--- src/core/ssm_map.vh ---
// Register map, field positions, reset values and timing counts
// for the synchronous serial EEPROM master.
// Assumes inclusion by bare name from the core directory.
`ifndef SSM_MAP_VH
`define SSM_MAP_VH

// Register indexes on the 4-bit register port
`define SSM_REG_TX_BUFFER 4'h0
`define SSM_REG_RX_BUFFER 4'h1
`define SSM_REG_BIT_RATE_DIVIDER 4'h2
`define SSM_REG_SERIAL_MODE 4'h3
`define SSM_REG_TRANSFER_CONTROL_0 4'h4
`define SSM_REG_TRANSFER_CONTROL_1 4'h5
`define SSM_REG_SPECIAL_MODE_1 4'h6
`define SSM_REG_SPECIAL_MODE_2 4'h7
`define SSM_REG_SPECIAL_MODE_3 4'h8
`define SSM_REG_SPECIAL_MODE_4 4'h9
`define SSM_REG_TX_REQUEST_CONTROL 4'hA
`define SSM_REG_PORT_CONTROL 4'hB
`define SSM_REG_CS_WAIT 4'hC

// serial_mode_reg fields
`define SSM_MODE_SYNC 3'h1
`define SSM_MR_CLKSRC 3
`define SSM_MR_IOINV 7
// transfer_control_0 fields
`define SSM_C0_BAUDSRC_LO 0
`define SSM_C0_HSFUNC 2
`define SSM_C0_SHIFTEMPTY 3
`define SSM_C0_HSDIS 4
`define SSM_C0_OPENDRAIN 5
`define SSM_C0_EDGESEL 6
`define SSM_C0_MSBFIRST 7
// transfer_control_1 fields
`define SSM_C1_TXALLOW 0
`define SSM_C1_TXEMPTY 1
`define SSM_C1_RXALLOW 2
`define SSM_C1_RXDONE 3
`define SSM_C1_CAUSE 4
`define SSM_C1_CONTRX 5
`define SSM_C1_DATAINV 6
// rx_buffer read fields
`define SSM_RB_OVERRUN 12
// tx_request_control fields
`define SSM_TRC_PEND 3
// port_control fields
`define SSM_PC_CS 0
`define SSM_PC_SCLK 1
`define SSM_PC_TXD 2
`define SSM_PC_RXD 3
`define SSM_PC_RXDDRV 4

// Reset values
`define SSM_RST_BYTE 8'h00
`define SSM_RST_PORT 5'h0F
`define SSM_RST_WAIT 8'h00

// Prescaler terminal counts for the four count sources, and the select wait counter ceiling
`define SSM_PRE_DIV1 6'h00
`define SSM_PRE_DIV8 6'h07
`define SSM_PRE_DIV32 6'h1F
`define SSM_PRE_DIV64 6'h3F
`define SSM_WAIT_MAX 8'hFF

`endif

--- src/core/ssm_master.v ---
// Synchronous serial master for a serial EEPROM, with register port,
// chip select port bit, bit-rate generator and shift engine.
// Assumes a single-cycle register master on clk and an external
// serial clock that is asynchronous to clk.
//
// The plain strobed port and the register offsets are this design's own decisions.
`timescale 1ns/10ps
`include "ssm_map.vh"

module ssm_master #(
  parameter DIV_W = 8
) (
  input wire clk,
  input wire rst_n,
  input wire [3:0] regAddr,
  input wire [15:0] regWdata,
  input wire regWr,
  input wire regRd,
  output reg [15:0] regRdata,
  output reg csOut,
  output reg sclkOut,
  output reg sclkOe,
  input wire sclkIn,
  output reg txdOut,
  output reg txdOe,
  input wire rxdIn,
  output reg rxdOut,
  output reg rxdOe,
  output wire dmaTxReq
);

////////////////////////////////////////////////////////////////////////
// Register state

reg [2:0] modeField;
reg clkSrcExt;
reg ioInv;
reg [7:0] special1;
reg [7:0] special2;
reg [7:0] special3;
reg [7:0] special4;
reg [DIV_W-1:0] rateDiv;
reg [1:0] baudSrc;
reg hsFunc;
reg hsDis;
reg openDrain;
reg edgeSel;
reg msbFirst;
reg txAllow;
reg rxAllow;
reg causeSel;
reg contRx;
reg dataInv;
reg [2:0] prioLevel;
reg pendReq;
reg [7:0] txBuf;
reg txBufEmpty;
reg [7:0] rxBuf;
reg rxComplete;
reg overrun;
reg [4:0] portCtrl;
reg [7:0] csWait;

////////////////////////////////////////////////////////////////////////
// Engine state

reg busy;
reg [7:0] shifter;
reg [2:0] bitCnt;
reg sclkLvl;
reg txBit;
reg [5:0] preCnt;
reg [DIV_W-1:0] divCnt;
reg [7:0] csLowCnt;
reg [7:0] holdCnt;
reg sclkSync1;
reg sclkSync2;
reg sclkPrev;
reg rxdSync1;
reg rxdSync2;

wire wrHit;
wire rdRxBuf;
wire serialOn;
wire idleLvl;
wire preTick;
wire halfTick;
wire extChange;
wire leadEdge;
wire trailEdge;
wire setupDone;
wire startByte;
wire lastBit;
wire byteDone;
wire rxBit;
wire reqEvent;
reg [5:0] preTerm;
reg [7:0] nextShift;
reg [15:0] next_rdata;

assign wrHit = regWr;
assign rdRxBuf = regRd && (regAddr == `SSM_REG_RX_BUFFER);
assign serialOn = (modeField == `SSM_MODE_SYNC);
// Idle level is high with the edge bit at 0, so the first edge falls
assign idleLvl = ~edgeSel;

////////////////////////////////////////////////////////////////////////
// Bit-rate generator

always @* begin
  case (baudSrc)
    2'h0: preTerm = `SSM_PRE_DIV1;
    2'h1: preTerm = `SSM_PRE_DIV8;
    2'h2: preTerm = `SSM_PRE_DIV32;
    default: preTerm = `SSM_PRE_DIV64;
  endcase
end

assign preTick = (preCnt == preTerm);
// Half a clock period is (divider + 1) count-source ticks
assign halfTick = preTick && (divCnt == rateDiv);

always @(posedge clk) begin
  if (!rst_n || !busy) begin
    preCnt <= 6'h00;
    divCnt <= {DIV_W{1'b0}};
  end else if (preTick) begin
    preCnt <= 6'h00;
    if (divCnt == rateDiv) begin
      divCnt <= {DIV_W{1'b0}};
    end else begin
      divCnt <= divCnt + 1'b1;
    end
  end else begin
    preCnt <= preCnt + 1'b1;
  end
end

////////////////////////////////////////////////////////////////////////
// Input synchronisers; the first stage feeds only the second

always @(posedge clk) begin
  if (!rst_n) begin
    sclkSync1 <= 1'b1;
    sclkSync2 <= 1'b1;
    sclkPrev <= 1'b1;
    rxdSync1 <= 1'b1;
    rxdSync2 <= 1'b1;
  end else begin
    sclkSync1 <= sclkIn;
    sclkSync2 <= sclkSync1;
    sclkPrev <= sclkSync2;
    rxdSync1 <= rxdIn;
    rxdSync2 <= rxdSync1;
  end
end

assign extChange = (sclkSync2 != sclkPrev);

////////////////////////////////////////////////////////////////////////
// Shift engine

// With an external clock the edges come from the synchronised pin
assign leadEdge = busy && (clkSrcExt ?
    (extChange && sclkPrev == idleLvl) :
    (halfTick && sclkLvl == idleLvl));
assign trailEdge = busy && (clkSrcExt ?
    (extChange && sclkPrev != idleLvl) :
    (halfTick && sclkLvl != idleLvl));
// Select must sit low for the programmed wait before the first edge
assign setupDone = !csOut && (csLowCnt >= csWait);
assign startByte = !busy && serialOn && txAllow && !txBufEmpty &&
    setupDone;
assign lastBit = (bitCnt == 3'h7);
assign byteDone = trailEdge && lastBit;
assign rxBit = rxdSync2 ^ ioInv ^ dataInv;

always @* begin
  if (msbFirst) begin
    nextShift = {shifter[6:0], rxBit};
  end else begin
    nextShift = {rxBit, shifter[7:1]};
  end
end

always @(posedge clk) begin
  if (!rst_n) begin
    busy <= 1'b0;
    shifter <= `SSM_RST_BYTE;
    bitCnt <= 3'h0;
    sclkLvl <= 1'b1;
    txBit <= 1'b1;
  end else if (startByte) begin
    busy <= 1'b1;
    shifter <= txBuf;
    bitCnt <= 3'h0;
    sclkLvl <= idleLvl;
  end else if (leadEdge) begin
    sclkLvl <= ~idleLvl;
    txBit <= (msbFirst ? shifter[7] : shifter[0]) ^ dataInv;
  end else if (trailEdge) begin
    sclkLvl <= idleLvl;
    shifter <= nextShift;
    bitCnt <= bitCnt + 1'b1;
    if (lastBit) begin
      busy <= 1'b0;
    end
  end else if (!busy) begin
    sclkLvl <= idleLvl;
  end
end

////////////////////////////////////////////////////////////////////////
// Select timing: setup count while low, hold count after last edge

always @(posedge clk) begin
  if (!rst_n) begin
    csLowCnt <= `SSM_RST_WAIT;
    holdCnt <= `SSM_RST_WAIT;
  end else begin
    if (csOut) begin
      csLowCnt <= `SSM_RST_WAIT;
    end else if (csLowCnt != `SSM_WAIT_MAX) begin
      csLowCnt <= csLowCnt + 1'b1;
    end
    if (byteDone) begin
      holdCnt <= csWait;
    end else if (holdCnt != `SSM_RST_WAIT) begin
      holdCnt <= holdCnt - 1'b1;
    end
  end
end

////////////////////////////////////////////////////////////////////////
// Transmit request and DMA request

// Cause 0: buffer handed to the shifter; cause 1: shifter emptied
assign reqEvent = causeSel ? byteDone : startByte;
assign dmaTxReq = reqEvent;

////////////////////////////////////////////////////////////////////////
// Register writes and flag updates; hardware sets win over clears, except that a transmit buffer write wins over the empty set and an rx read over overrun

always @(posedge clk) begin
  if (!rst_n) begin
    modeField <= 3'h0;
    clkSrcExt <= 1'b0;
    ioInv <= 1'b0;
    special1 <= `SSM_RST_BYTE;
    special2 <= `SSM_RST_BYTE;
    special3 <= `SSM_RST_BYTE;
    special4 <= `SSM_RST_BYTE;
    rateDiv <= {DIV_W{1'b0}};
    baudSrc <= 2'h0;
    hsFunc <= 1'b0;
    hsDis <= 1'b0;
    openDrain <= 1'b0;
    edgeSel <= 1'b0;
    msbFirst <= 1'b0;
    txAllow <= 1'b0;
    rxAllow <= 1'b0;
    causeSel <= 1'b0;
    contRx <= 1'b0;
    dataInv <= 1'b0;
    prioLevel <= 3'h0;
    pendReq <= 1'b0;
    txBuf <= `SSM_RST_BYTE;
    txBufEmpty <= 1'b1;
    rxBuf <= `SSM_RST_BYTE;
    rxComplete <= 1'b0;
    overrun <= 1'b0;
    portCtrl <= `SSM_RST_PORT;
    csWait <= `SSM_RST_WAIT;
  end else begin
    if (startByte) begin
      txBufEmpty <= 1'b1;
    end
    if (rdRxBuf) begin
      rxComplete <= 1'b0;
      overrun <= 1'b0;
    end
    if (wrHit) begin
      case (regAddr)
        `SSM_REG_TX_BUFFER: begin
          txBuf <= regWdata[7:0];
          txBufEmpty <= 1'b0;
        end
        `SSM_REG_BIT_RATE_DIVIDER: rateDiv <= regWdata[DIV_W-1:0];
        `SSM_REG_SERIAL_MODE: begin
          modeField <= regWdata[2:0];
          clkSrcExt <= regWdata[`SSM_MR_CLKSRC];
          ioInv <= regWdata[`SSM_MR_IOINV];
        end
        `SSM_REG_TRANSFER_CONTROL_0: begin
          baudSrc <= regWdata[`SSM_C0_BAUDSRC_LO+1:`SSM_C0_BAUDSRC_LO];
          hsFunc <= regWdata[`SSM_C0_HSFUNC];
          hsDis <= regWdata[`SSM_C0_HSDIS];
          openDrain <= regWdata[`SSM_C0_OPENDRAIN];
          edgeSel <= regWdata[`SSM_C0_EDGESEL];
          msbFirst <= regWdata[`SSM_C0_MSBFIRST];
        end
        `SSM_REG_TRANSFER_CONTROL_1: begin
          txAllow <= regWdata[`SSM_C1_TXALLOW];
          rxAllow <= regWdata[`SSM_C1_RXALLOW];
          causeSel <= regWdata[`SSM_C1_CAUSE];
          contRx <= regWdata[`SSM_C1_CONTRX];
          dataInv <= regWdata[`SSM_C1_DATAINV];
        end
        `SSM_REG_SPECIAL_MODE_1: special1 <= regWdata[7:0];
        `SSM_REG_SPECIAL_MODE_2: special2 <= regWdata[7:0];
        `SSM_REG_SPECIAL_MODE_3: special3 <= regWdata[7:0];
        `SSM_REG_SPECIAL_MODE_4: special4 <= regWdata[7:0];
        `SSM_REG_TX_REQUEST_CONTROL: begin
          prioLevel <= regWdata[2:0];
          if (!regWdata[`SSM_TRC_PEND]) begin
            pendReq <= 1'b0;
          end
        end
        `SSM_REG_PORT_CONTROL: portCtrl <= regWdata[4:0];
        `SSM_REG_CS_WAIT: csWait <= regWdata[7:0];
        default: begin
        end
      endcase
    end
    if (reqEvent) begin
      pendReq <= 1'b1;
    end
    if (byteDone && rxAllow) begin
      rxBuf <= nextShift;
      rxComplete <= 1'b1;
      // A byte still unread when the next lands is lost
      // A read in the same cycle has already reported the old flags
      overrun <= (overrun | rxComplete) & ~rdRxBuf;
    end
  end
end

////////////////////////////////////////////////////////////////////////
// Register reads: data in the cycle after the strobe only

always @* begin
  next_rdata = 16'h0000;
  case (regAddr)
    `SSM_REG_RX_BUFFER: begin
      next_rdata[7:0] = rxBuf;
      next_rdata[`SSM_RB_OVERRUN] = overrun;
    end
    `SSM_REG_BIT_RATE_DIVIDER: next_rdata[DIV_W-1:0] = rateDiv;
    `SSM_REG_SERIAL_MODE: begin
      next_rdata[2:0] = modeField;
      next_rdata[`SSM_MR_CLKSRC] = clkSrcExt;
      next_rdata[`SSM_MR_IOINV] = ioInv;
    end
    `SSM_REG_TRANSFER_CONTROL_0: begin
      next_rdata[`SSM_C0_BAUDSRC_LO+1:`SSM_C0_BAUDSRC_LO] = baudSrc;
      next_rdata[`SSM_C0_HSFUNC] = hsFunc;
      next_rdata[`SSM_C0_SHIFTEMPTY] = ~busy;
      next_rdata[`SSM_C0_HSDIS] = hsDis;
      next_rdata[`SSM_C0_OPENDRAIN] = openDrain;
      next_rdata[`SSM_C0_EDGESEL] = edgeSel;
      next_rdata[`SSM_C0_MSBFIRST] = msbFirst;
    end
    `SSM_REG_TRANSFER_CONTROL_1: begin
      next_rdata[`SSM_C1_TXALLOW] = txAllow;
      next_rdata[`SSM_C1_TXEMPTY] = txBufEmpty;
      next_rdata[`SSM_C1_RXALLOW] = rxAllow;
      next_rdata[`SSM_C1_RXDONE] = rxComplete;
      next_rdata[`SSM_C1_CAUSE] = causeSel;
      next_rdata[`SSM_C1_CONTRX] = contRx;
      next_rdata[`SSM_C1_DATAINV] = dataInv;
    end
    `SSM_REG_SPECIAL_MODE_1: next_rdata[7:0] = special1;
    `SSM_REG_SPECIAL_MODE_2: next_rdata[7:0] = special2;
    `SSM_REG_SPECIAL_MODE_3: next_rdata[7:0] = special3;
    `SSM_REG_SPECIAL_MODE_4: next_rdata[7:0] = special4;
    `SSM_REG_TX_REQUEST_CONTROL: begin
      next_rdata[2:0] = prioLevel;
      next_rdata[`SSM_TRC_PEND] = pendReq;
    end
    `SSM_REG_PORT_CONTROL: next_rdata[4:0] = portCtrl;
    `SSM_REG_CS_WAIT: next_rdata[7:0] = csWait;
    default: next_rdata = 16'h0000;
  endcase
end

always @(posedge clk) begin
  if (!rst_n) begin
    regRdata <= 16'h0000;
  end else if (regRd) begin
    regRdata <= next_rdata;
  end else begin
    regRdata <= 16'h0000;
  end
end

////////////////////////////////////////////////////////////////////////
// Pin drivers; port levels take over whenever serial mode is off

always @(posedge clk) begin
  if (!rst_n) begin
    csOut <= 1'b1;
    sclkOut <= 1'b1;
    sclkOe <= 1'b1;
    txdOut <= 1'b1;
    txdOe <= 1'b1;
    rxdOut <= 1'b1;
    rxdOe <= 1'b0;
  end else begin
    // Select held low while shifting and until the hold wait runs out
    csOut <= portCtrl[`SSM_PC_CS] & ~busy &
        (holdCnt == `SSM_RST_WAIT);
    if (serialOn) begin
      sclkOut <= clkSrcExt ? portCtrl[`SSM_PC_SCLK] : sclkLvl;
      sclkOe <= ~clkSrcExt;
      txdOut <= txBit ^ ioInv;
      // Open-drain drives only the low level
      txdOe <= openDrain ? ~(txBit ^ ioInv) : 1'b1;
      rxdOe <= 1'b0;
    end else begin
      sclkOut <= portCtrl[`SSM_PC_SCLK];
      sclkOe <= 1'b1;
      txdOut <= portCtrl[`SSM_PC_TXD];
      txdOe <= 1'b1;
      rxdOe <= portCtrl[`SSM_PC_RXDDRV];
    end
    rxdOut <= portCtrl[`SSM_PC_RXD];
  end
end

endmodule // ssm_master

--- config.mk ---
export PLATFORM = sky130hd
export DESIGN_NAME = ssm_master
export DESIGN_NICKNAME = d
export VERILOG_FILES = /design/src/core/ssm_master.v
export VERILOG_INCLUDE_DIRS = /design/src /design/src/core
export SDC_FILE = /design/constraint.sdc
export NUM_CORES = 1
export LEC_CHECK = 0
export BUFFER_PORTS_ARGS = -buffer_cell sky130_fd_sc_hd__buf_2
export CORE_ASPECT_RATIO = 0.6
export CORE_MARGIN = 4
export CORE_UTILIZATION = 30
export DETAILED_ROUTE_END_ITERATION = 10
export PLACE_DENSITY_LB_ADDON = 0.25
export SYNTH_ARGS = -nofsm -noshare
export SYNTH_HDL_FRONTEND = slang
export SYNTH_SLANG_ARGS = --single-unit
--- constraint.sdc ---
create_clock -name clk -period 6.6 [get_ports clk]
set_input_delay 1.65 -clock clk [delete_from_list [all_inputs] [get_ports clk]]
set_output_delay 1.65 -clock clk [all_outputs]
set_load 0.01 [all_outputs]
* Word-level counts from Yosys, hierarchy flattened
Index checks and enable logic that the tools add are counted.
** Cells by class
- Bitwise logic cells :: 16
- Magnitude comparators :: 1
- Reduce and logical (&&, ||, !) cells :: 55
- Eq/ne operators :: 27
- Add/sub/neg operators :: 5
- Mux-type cells :: 37
** Operators by type and width (count)
- $mux W8 :: 7
- $pmux W4 S12 :: 1
- $reduce_and A2 Y1 :: 17
- $mux W1 :: 25
- $eq A4 B4 Y1 const B :: 5
- $pmux W2 S9 :: 1
- $pmux W6 S3 :: 1
- $add A8 B1 Y8 const B :: 2
- $eq A4 B3 Y1 const B :: 4
- $logic_and A1 B1 Y1 :: 15
- $reduce_and A3 Y1 :: 4
- $reduce_bool A2 Y1 :: 6
- $pmux W1 S10 :: 1
- $pmux W1 S9 :: 1
- $eq A4 B2 Y1 const B :: 2
- $eq A8 B8 Y1 :: 1
- $ge A8 B8 Y1 :: 1
- $logic_not A8 Y1 :: 1
- $ne A8 B8 Y1 const B :: 1
- $not A1 Y1 :: 8
- $reduce_bool A8 Y1 :: 1
- $reduce_or A2 Y1 :: 4
- $sub A8 B1 Y8 const B :: 1
- $add A6 B1 Y6 const B :: 1
- other kinds (18) :: 30
** Storage, ports and cells
- Input bits :: 26
- Flip-flop bits (word level) :: 165
- Output and inout port bits :: 24
- Logic and storage cells :: 193

* Longest topological paths before layout
Gate-level depths: netlist (run 1).
- Depth after elaboration :: 11
- Gate-level depth with buffers :: 9
- Mapped depth without buffers :: 8

* Least setup slack after synthesis (run 1)
OpenSTA, ideal clock, no wires.
- Kind :: reg-to-output
- From :: register baudSrc[1]
- To :: output port dmaTxReq
- Path slack :: 3.085 ns
- Buffers on the path :: 0
- Stages on the path, launching flop included :: 6
- Data arrival time :: 1.865 ns
- Required time :: 4.950 ns
- Path through :: dfxtp_1 -> or4_4 -> o22ai_4 -> nand4_4 -> a211oi_4 -> mux2_2
** On the way
- Word-level cells in the longest chain between the ends :: 9
- Elaborated cells between the ends (all ways) :: 11
- Classes of those cells :: eq/ne (3); mux (3); reduce/logical (5)
** RTL lines
- start, declared :: RTL line ssm_master.v:43 : reg [1:0] baudSrc;
- start signal, assigned :: RTL line ssm_master.v:295 : baudSrc <= regWdata[`SSM_C0_BAUDSRC_LO+1:`SSM_C0_BAUDSRC_LO];
- $eq A2 B2 Y1 (tied with other cells) :: RTL line ssm_master.v:111 : case (baudSrc)
- $pmux W6 S3 * :: RTL line ssm_master.v:111
- $eq A6 B6 Y1 * :: RTL line ssm_master.v:119 : assign preTick = (preCnt == preTerm);
- $logic_and A1 B1 Y1 * :: RTL line ssm_master.v:121 : assign halfTick = preTick && (divCnt == rateDiv);
- $logic_and A1 B1 Y1 * :: RTL line ssm_master.v:169 : (halfTick && sclkLvl != idleLvl));
- $mux W1 * :: RTL line ssm_master.v:167 : assign trailEdge = busy && (clkSrcExt ?
- $logic_and A1 B1 Y1 * :: RTL line ssm_master.v:167
- $logic_and A1 B1 Y1 * :: RTL line ssm_master.v:175 : assign byteDone = trailEdge && lastBit;
- $mux W1 * :: RTL line ssm_master.v:238 : assign reqEvent = causeSel ? byteDone : startByte;
- end, declared :: RTL line ssm_master.v:29 : output wire dmaTxReq
Every way passes the cells marked *; elsewhere a longest branch is shown, timed or not.

* Worst setup path after layout (run 1)
- From :: register csLowCnt[0]
- To :: output port dmaTxReq
** On the way
- Word-level cells in the longest chain between the ends :: 4
** RTL lines
- start, declared :: RTL line ssm_master.v:74 : reg [7:0] csLowCnt;
- start signal, assigned :: RTL line ssm_master.v:218 : csLowCnt <= `SSM_RST_WAIT;
- start signal, assigned :: RTL line ssm_master.v:222 : csLowCnt <= `SSM_RST_WAIT;
- start signal, assigned :: RTL line ssm_master.v:224 : csLowCnt <= csLowCnt + 1'b1;
- $ge A8 B8 Y1 :: RTL line ssm_master.v:171 : assign setupDone = !csOut && (csLowCnt >= csWait);
- $logic_and A1 B1 Y1 :: RTL line ssm_master.v:171
- $logic_and A1 B1 Y1 :: RTL line ssm_master.v:172 : assign startByte = !busy && serialOn && txAllow && !txBufEmpty &&
- $mux W1 :: RTL line ssm_master.v:238
No other way between the ends.

==> flow_summary.ini, run 1 <==
[place]
dp_slack_ns = 2.33
place.gp.congestion = 0.880
dpl.hpwl_microns = 16000
portBuffers = 34

[cts]
cts_root_buffer = clkbuf_16
cts_resized = 0
numCtsBuffers = 17
cts_tree = done
holdBufCountCts = 0
h-tree-depth = 4
cts_buffer_depth = 2
numClockSinks = 158
clk_pin_slew_worst_paths_ns = 0.06
cts_setup_buffers = 0
clock_latency_ns = 0.44

[timing]
hold_violations = 0
rsz0062_at_grt = false
finalCritPeriodShare_pct = 72.3
tightest_slew_ns = 1.21
fmax_mhz = 210
setup_viol = 0
min_period_ns = 4.77
slew_viol_final = 0
finalWorstSetupSlack_ns = 1.83
skew_ns = 0.00967
finalSetupTns_ns = 0
relSlewSlack_pct = 19.0

[synth]
ys_ff_latch = 158
synth-edff-count = 0
synthTopCellsByArea = dfxtp_1, mux2i_1, nor2b_1, nand2_1, nor2_1
avgSynthCellArea_sq_um = 9.15
yosys.cell_types.count = 71
ys.warnings.count = 0
synth_top_area_share_pct = 40.5
async_flop_share_pct = 0
yosysMostFrequentCell = dfxtp_1
yosysTopAreaCell = dfxtp_1
ys.flop_type = dfxtp_1
netlist_instances = 854
synth_area_sq_um = 7820
ys_seq_area_share_pct = 40.5
ys_top_cells_by_count = dfxtp_1, mux2i_1, nor2b_1

[critical_path]
crit_end = dmaTxReq
reg2reg_depth = 8
endpoint_kind = output port
cp.required_ns = 4.95
worstReg2RegStart = csLowCnt[0]
crit_path_start = csLowCnt[0]
startpoint_type = register
critical_path_class = reg -> out
worstPathMaxFanout = 6
r2r_end = shifter[2]
reg2reg_slack_ns = 3.67
arrival_ns = 3.12

[routing]
ant_nets = 0
first_pass_iters = 5
route.detailed.drc = 0
viasPerCell = 4.92
drt_iter0_markers = 533
route.vias.total = 6032
drt_wl_total_microns = 22400
wl_per_cell_microns = 18.3

[global_routing]
overflow = 0
grt_antenna_before_repair = 0
grt_start_max_net_pins = 81
grt_pass1_vias = 5509
grt_pass1_wl_microns = 33900
grt_usage_pct = 15.4

[hold_path]
hold_path_class = reg -> reg

[floorplanning]
dieHeight_microns = 133
core_area_sq_um = 25400
pin_count = 50
fp.dieArea_sq_um = 28800
row_count = 45
start_util_pct = 30.7
dieWidth_microns = 216

[finish]
area_delta_synth_final_pct = 13.0
final_nets = 901
n_antenna_cell = 0
finalCoreUtilization_pct = 34.7
layout-drive-gt1-share_pct = 10.3
largest_register_ffs = 9
regMostFlops = regRdata

[pwr]
leakagePower_nw = 3.18
pwr_density_cell_nw_per_um2 = 266
ir_worst_vdd_mv = 0.145

[run_status]
status = completed

[run]
maxCapViolCount = 0
[layout make-up]
cell class / count / area [sq um]
clock buffer: 23 / 468
clock inverter: 9 / 134
fill: 2689 / 16600
inverter: 28 / 105
multi-input combinational: 616 / 4320
sequential: 158 / 3160
tap: 352 / 440
timing repair buffer: 39 / 210
[critical path: stages, from the launching register on]
cell and delay, ns:
dfxtp_1 0.37, inv_1 0.09, ha_1 0.26, nand2b_1 0.14
a2111oi_0 0.50, o21ai_0 0.43, and2_1 0.40, mux2_2 0.33
buf_2 0.16
[placed cells by master, fill, tap and decap left out, types with 17 or more instances in the layout]
cell,netlist,routed
a21oi_1,20,20
nand3_1,21,21
inv_1,28,28
mux2i_1,109,109
nor2_1,59,59
o21ai_0,27,27
clkbuf_16,0,17
xnor2_1,19,19
nand2_1,68,68
buf_2,1,33
nor2b_1,78,78
dfxtp_1,158,158
[cells by family after synthesis]
group | count (synthesis) | share of synthesized area, %
multiplexers | 121 | 15.7
other | 1 | 0.0480
buffers and inverters | 86 | 4.63
adder cells (fa/ha/maj) | 15 | 2.40
XOR/XNOR | 33 | 3.70
AND/OR/NAND/NOR | 304 | 20.8
flip-flops | 158 | 40.5
AO/OA/AOI/OAI | 136 | 12.2
[metal layers]
metal	wire, microns	up-vias	part of all wire (%)	global-route usage, %
met5	0	-	0	0
met4	229	0	1.0	3.98
met3	1770	16	7.9	5.10
met2	8350	165	37	19.0
met1	12100	2861	54	24.7
li1	-	2990	-	-
[worst min path at each step]
stage / from / to / slack [ns] / cells past startpoint
CTS: sclkSync1 / sclkSync2 / 0.42 / 1
finish: sclkSync1 / sclkSync2 / 0.41 / 1
floorplan: rxdSync1 / rxdSync2 / 0.39 / 1
detailed placement: sclkSync1 / sclkSync2 / 0.41 / 1
global placement: sclkSync1 / sclkSync2 / 0.40 / 1
global route: rxdSync1 / rxdSync2 / 0.44 / 1
[per-stage QoR]
stage                     power [mW]  hold slack [ns]  cells  area, sq um
after floorplan                 1.26            0.386    860         7840
final                           2.35            0.409   1225         8840
after CTS                       2.37            0.417   1225         8840
after global placement          1.33            0.399   1193         8230
after detailed placement        1.34            0.406   1193         8230
after global routing            2.45            0.439   1225         8840
[where the power goes]
group / total [mW] / internal, mW / switching, mW
Combinational: 0.299 / 0.128 / 0.171
Clock: 1.03 / 0.616 / 0.413
Sequential: 1.02 / 0.988 / 0.0340
Total: 2.35 / 1.73 / 0.618
Power figures use the tool's default switching activity.
==> run 2: changes to the inputs <==
==> constraint.sdc (replaced) <==
create_clock -name clk -period 4.8 [get_ports clk]
set_input_delay 1.2 -clock clk [delete_from_list [all_inputs] [get_ports clk]]
set_output_delay 1.2 -clock clk [all_outputs]
set_load 0.01 [all_outputs]
==> run 2 against run 1 <==
  * Cell area grew 0.81%
  * Critical path depth is the same
  * Non-clock buffer count grew 4
  * Register-to-register slack lost 1.7 ns
  * Via count shrank 0.53%
  * Sequential share of layout area shrank 0.29 points
  * Final cell count grew 0.33%
  * Flip-flop and latch count is the same
  * Clock skew grew 0.0012 ns
  * Largest cell class unchanged
==> flow_summary.ini, run 2 (synthesis results as in run 1) <==
[run_status]
status = completed

[finish]
finalInstanceArea_sq_um = 8910
layout_commonest_cell = dfxtp_1
n_antenna_cell = 0
mostFrequentLayoutCells = dfxtp_1, mux2i_1, nor2b_1, nand2_1, nor2_1
layout-drive-gt1-share_pct = 11.1
regMostFlops = regRdata
final_nets = 905
largest_register_ffs = 9
area_delta_synth_final_pct = 13.9

[critical_path]
worstPathBufferInverterCount = 2
critPathSlowestCell = o21ai_0
endpoint_kind = output port
startpoint_type = register
slowest_delay_ns = 0.41
cpLargestDelayFamily = compound AO/OA/AOI/OAI gates
reg2reg_depth = 8
critical_path_class = reg -> out
arrival_ns = 2.98
cp.depth = 8
cp.required_ns = 3.60
worstPathMaxFanout = 6
crit_chain = inv_1 > ha_1 > nand2b_1 > a2111oi_0 > o21ai_0 > and2_1 > mux2_2 > buf_2

[global_routing]
grt_usage_pct = 15.6
grt_antenna_before_repair = 0
grt_start_max_net_pins = 89
overflow = 0
grt_pass1_wl_microns = 34600
grt_pass1_vias = 5523

[cts]
h-tree-depth = 4
clock_latency_ns = 0.44
holdBufCountCts = 0
clk_pin_slew_worst_paths_ns = 0.06
numCtsBuffers = 17
cts_buffer_depth = 2
cts_root_buffer = clkbuf_16
cts_resized = 0
cts_tree = done
cts_setup_buffers = 0
numClockSinks = 158

[hold_path]
min_delay_path_depth = 1
hold_path_class = reg -> reg

[floorplanning]
row_count = 45
fp.dieArea_sq_um = 28800
dieHeight_microns = 133
dieWidth_microns = 216
start_util_pct = 30.7
core_area_sq_um = 25400
pin_count = 50

[routing]
ant_nets = 0
route.detailed.drc = 0
drt_iter0_markers = 657
viasPerCell = 4.88
wl_per_cell_microns = 18.3
first_pass_iters = 5
route.vias.total = 6000
drt_wl_total_microns = 22400

[pwr]
leakagePower_nw = 3.21
ir_worst_vdd_mv = 0.217
finalPower_mw = 3.30
pwr_density_cell_nw_per_um2 = 370

[timing]
finalCritPeriodShare_pct = 87.0
hold_violations = 0
setup_viol = 0
rsz0062_at_grt = false
fmax_mhz = 239
finalSetupTns_ns = 0
skew_ns = 0.0109
finalWorstSetupSlack_ns = 0.622
relSlewSlack_pct = 25.2
min_period_ns = 4.18
tightest_slew_ns = 1.11
hold_ws_ns = 0.413
slew_viol_final = 0

[run]
maxCapViolCount = 0

[place]
portBuffers = 34
dp_slack_ns = 1.09
dpl.hpwl_microns = 16000
place_area_sq_um = 8280
place.gp.congestion = 0.901
==> run 2: area by class of cell <==
cell class | instances | area [sq um]
clock inverter | 13 | 188
tap | 352 | 440
inverter | 28 | 105
sequential | 158 | 3160
fill | 2674 | 16500
timing repair buffer | 43 | 253
clock buffer | 19 | 443
multi-input combinational | 616 | 4320
==> run 2: worst paths after layout <==
path / to / slack, ns / start
min: sclkSync2 / 0.41 / sclkSync1
max: dmaTxReq / 0.62 / csLowCnt[0]
min reg2reg: sclkSync2 / 0.41 / sclkSync1
max reg2reg: shifter[2] / 2.02 / csWait[3]
==> run 2: power breakdown <==
| part | internal (mW) | total, mW | switching, mW |
|---|---|---|---|
| clock network | 0.888 | 1.48 | 0.593 |
| logic | 0.178 | 0.409 | 0.231 |
| registers | 1.36 | 1.41 | 0.0503 |
==> run 2: through the flow <==
stage,util [%],cells
floorplan,-,860
global placement,32.5,1197
detailed placement,32.5,1197
CTS,35.0,1229
global route,35.0,1229
finish,35.0,1229
==> run 2: routing by layer <==
metal | share of wire, % | global-route usage, % | up-vias | routed length (microns)
met1 | 56 | 25.8 | 2850 | 12500
met5 | 0 | 0 | - | 0
li1 | - | - | 2993 | -
met3 | 6.3 | 4.09 | 10 | 1410
met2 | 37 | 19.2 | 147 | 8380
met4 | 0.69 | 3.73 | 0 | 155
==> run 3: changes to the inputs <==
--- a/config.mk
+++ b/config.mk
@@ -7,6 +7,8 @@
 export NUM_CORES = 1
 export LEC_CHECK = 0
 export BUFFER_PORTS_ARGS = -buffer_cell sky130_fd_sc_hd__buf_2
+export CELL_PAD_IN_SITES_DETAIL_PLACEMENT = 1
+export CELL_PAD_IN_SITES_GLOBAL_PLACEMENT = 2
 export CORE_ASPECT_RATIO = 0.6
 export CORE_MARGIN = 4
 export CORE_UTILIZATION = 30
==> constraint.sdc (replaced) <==
create_clock -name clk -period 5.28 [get_ports clk]
set_input_delay 1.32 -clock clk [delete_from_list [all_inputs] [get_ports clk]]
set_output_delay 1.32 -clock clk [all_outputs]
set_load 0.01 [all_outputs]
==> run 3 against run 2 <==
  * Sequential share of layout area hardly changed
  * Critical path depth stayed put
  * Register-to-register slack better by 0.47 ns
  * Cell area is 0.11% lower
  * Die area stayed put
  * Largest power group unchanged
==> flow_summary.ini, run 3 (synthesis results as in run 1) <==
[run_status]
status = completed

[cts]
numCtsBuffers = 17
cts_resized = 0
h-tree-depth = 4
holdBufCountCts = 0
cts_setup_buffers = 0
numClockSinks = 158
clock_latency_ns = 0.45
cts_tree = done
cts_root_buffer = clkbuf_16
cts_buffer_depth = 2
clk_pin_slew_worst_paths_ns = 0.06

[pwr]
leakagePower_nw = 3.21
ir_worst_vdd_mv = 0.183
pwr_density_cell_nw_per_um2 = 338

[critical_path]
startpoint_type = register
critical_path_class = reg -> out
reg2reg_slack_ns = 2.49
critPathSlowestCell = a2111oi_0
endpoint_kind = output port
slowest_delay_ns = 0.45
arrival_ns = 3.04
cpLargestDelayFamily = compound AO/OA/AOI/OAI gates
crit_chain = inv_1 > ha_1 > nand2b_1 > a2111oi_0 > o21ai_0 > and2_1 > mux2_2 > buf_2
worstPathBufferInverterCount = 2
cp.required_ns = 3.96
worstPathMaxFanout = 6

[finish]
largest_register_ffs = 9
layout_commonest_cell = dfxtp_1
regMostFlops = regRdata
layout-drive-gt1-share_pct = 11.0
mostFrequentLayoutCells = dfxtp_1, mux2i_1, nor2b_1, nand2_1, nor2_1
fillers = 2969
final_nets = 905
area_delta_synth_final_pct = 13.8

[routing]
ant_nets = 0
route.met2.wl_microns = 9780
first_pass_iters = 5
wl_met3_microns = 1150
m1WireLength_microns = 13900
route.detailed.drc = 0
wl_per_cell_microns = 20.4
drt_iter0_markers = 450
top_layer = met4
drt_wl_total_microns = 25100
viasPerCell = 4.96
route.vias.total = 6095

[floorplanning]
core_area_sq_um = 25400
dieHeight_microns = 133
dieWidth_microns = 216
row_count = 45
start_util_pct = 30.7
fp.dieArea_sq_um = 28800
pin_count = 50

[timing]
min_period_ns = 4.36
finalSetupTns_ns = 0
rsz0062_at_grt = false
relSlewSlack_pct = 30.9
hold_violations = 0
tightest_slew_ns = 1.03
setup_viol = 0
fmax_mhz = 229
skew_ns = 0.0123
slew_viol_final = 0
hold_ws_ns = 0.410
finalCritPeriodShare_pct = 82.6

[global_routing]
grt_pass1_wl_microns = 38600
grt_start_max_net_pins = 47
grt_pass1_vias = 6023
grt_antenna_before_repair = 0
grt_usage_pct = 17.8
overflow = 0

[run]
maxCapViolCount = 0

[place]
dpl.hpwl_microns = 17900
place.gp.congestion = 0.813
portBuffers = 34

[hold_path]
hold_path_class = reg -> reg
-- run 3: cell types whose count changed in the layout (fill, tap and decap cells not counted), sizes merged --
| cell | before | now |
|---|---|---|
| clkbuf | 19 | 21 |
| diode | 0 | 1 |
| inv | 30 | 29 |
| clkinvlp | 3 | 1 |
-- run 3: area by class of cell --
class                   count  area [sq um]  share of cell area (%)
diodes                      1          2.50                  0.0281
multi-input cells         616          4320                    48.5
well taps                 352           440                    4.95
clock buffers              21           470                    5.29
flip-flops and latches    158          3160                    35.6
repair buffers             43           240                    2.70
inverters                  28           105                    1.18
clock inverters            10           160                    1.80
-- run 3: worst paths after layout --
check | start | end | cells after the start
max reg2reg | csLowCnt[0] | shifter[6] | 8
max | csLowCnt[0] | dmaTxReq | 8
min reg2reg | sclkSync1 | sclkSync2 | 1
min | sclkSync1 | sclkSync2 | 1
-- run 3: metal layers --
| layer | vias to the layer above | global-route usage (%) |
|---|---|---|
| li1 | 2989 | - |
| met1 | 2981 | 28.1 |
| met2 | 103 | 23.9 |
| met3 | 22 | 4.22 |
| met4 | 0 | 4.23 |
| met5 | - | 0 |
-- run 3: power breakdown --
group	total (mW)	internal, mW	switching [mW]	leakage (nW)
logic	0.377	0.161	0.216	1.63
registers	1.28	1.23	0.0452	1.28
clock network	1.35	0.826	0.525	0.309
-- run 3: per-stage QoR --
step	setup WS, ns	area [sq um]	std cells	util (%)	power, mW
after global placement	1.32	8260	1197	32.5	1.68
after CTS	0.846	8890	1228	35.0	3.04
after global routing	0.673	8890	1228	35.0	3.15
final	0.918	8900	1229	35.0	3.01
after floorplan	2.09	7840	860	-	1.58
after detailed placement	1.37	8260	1197	32.5	1.68
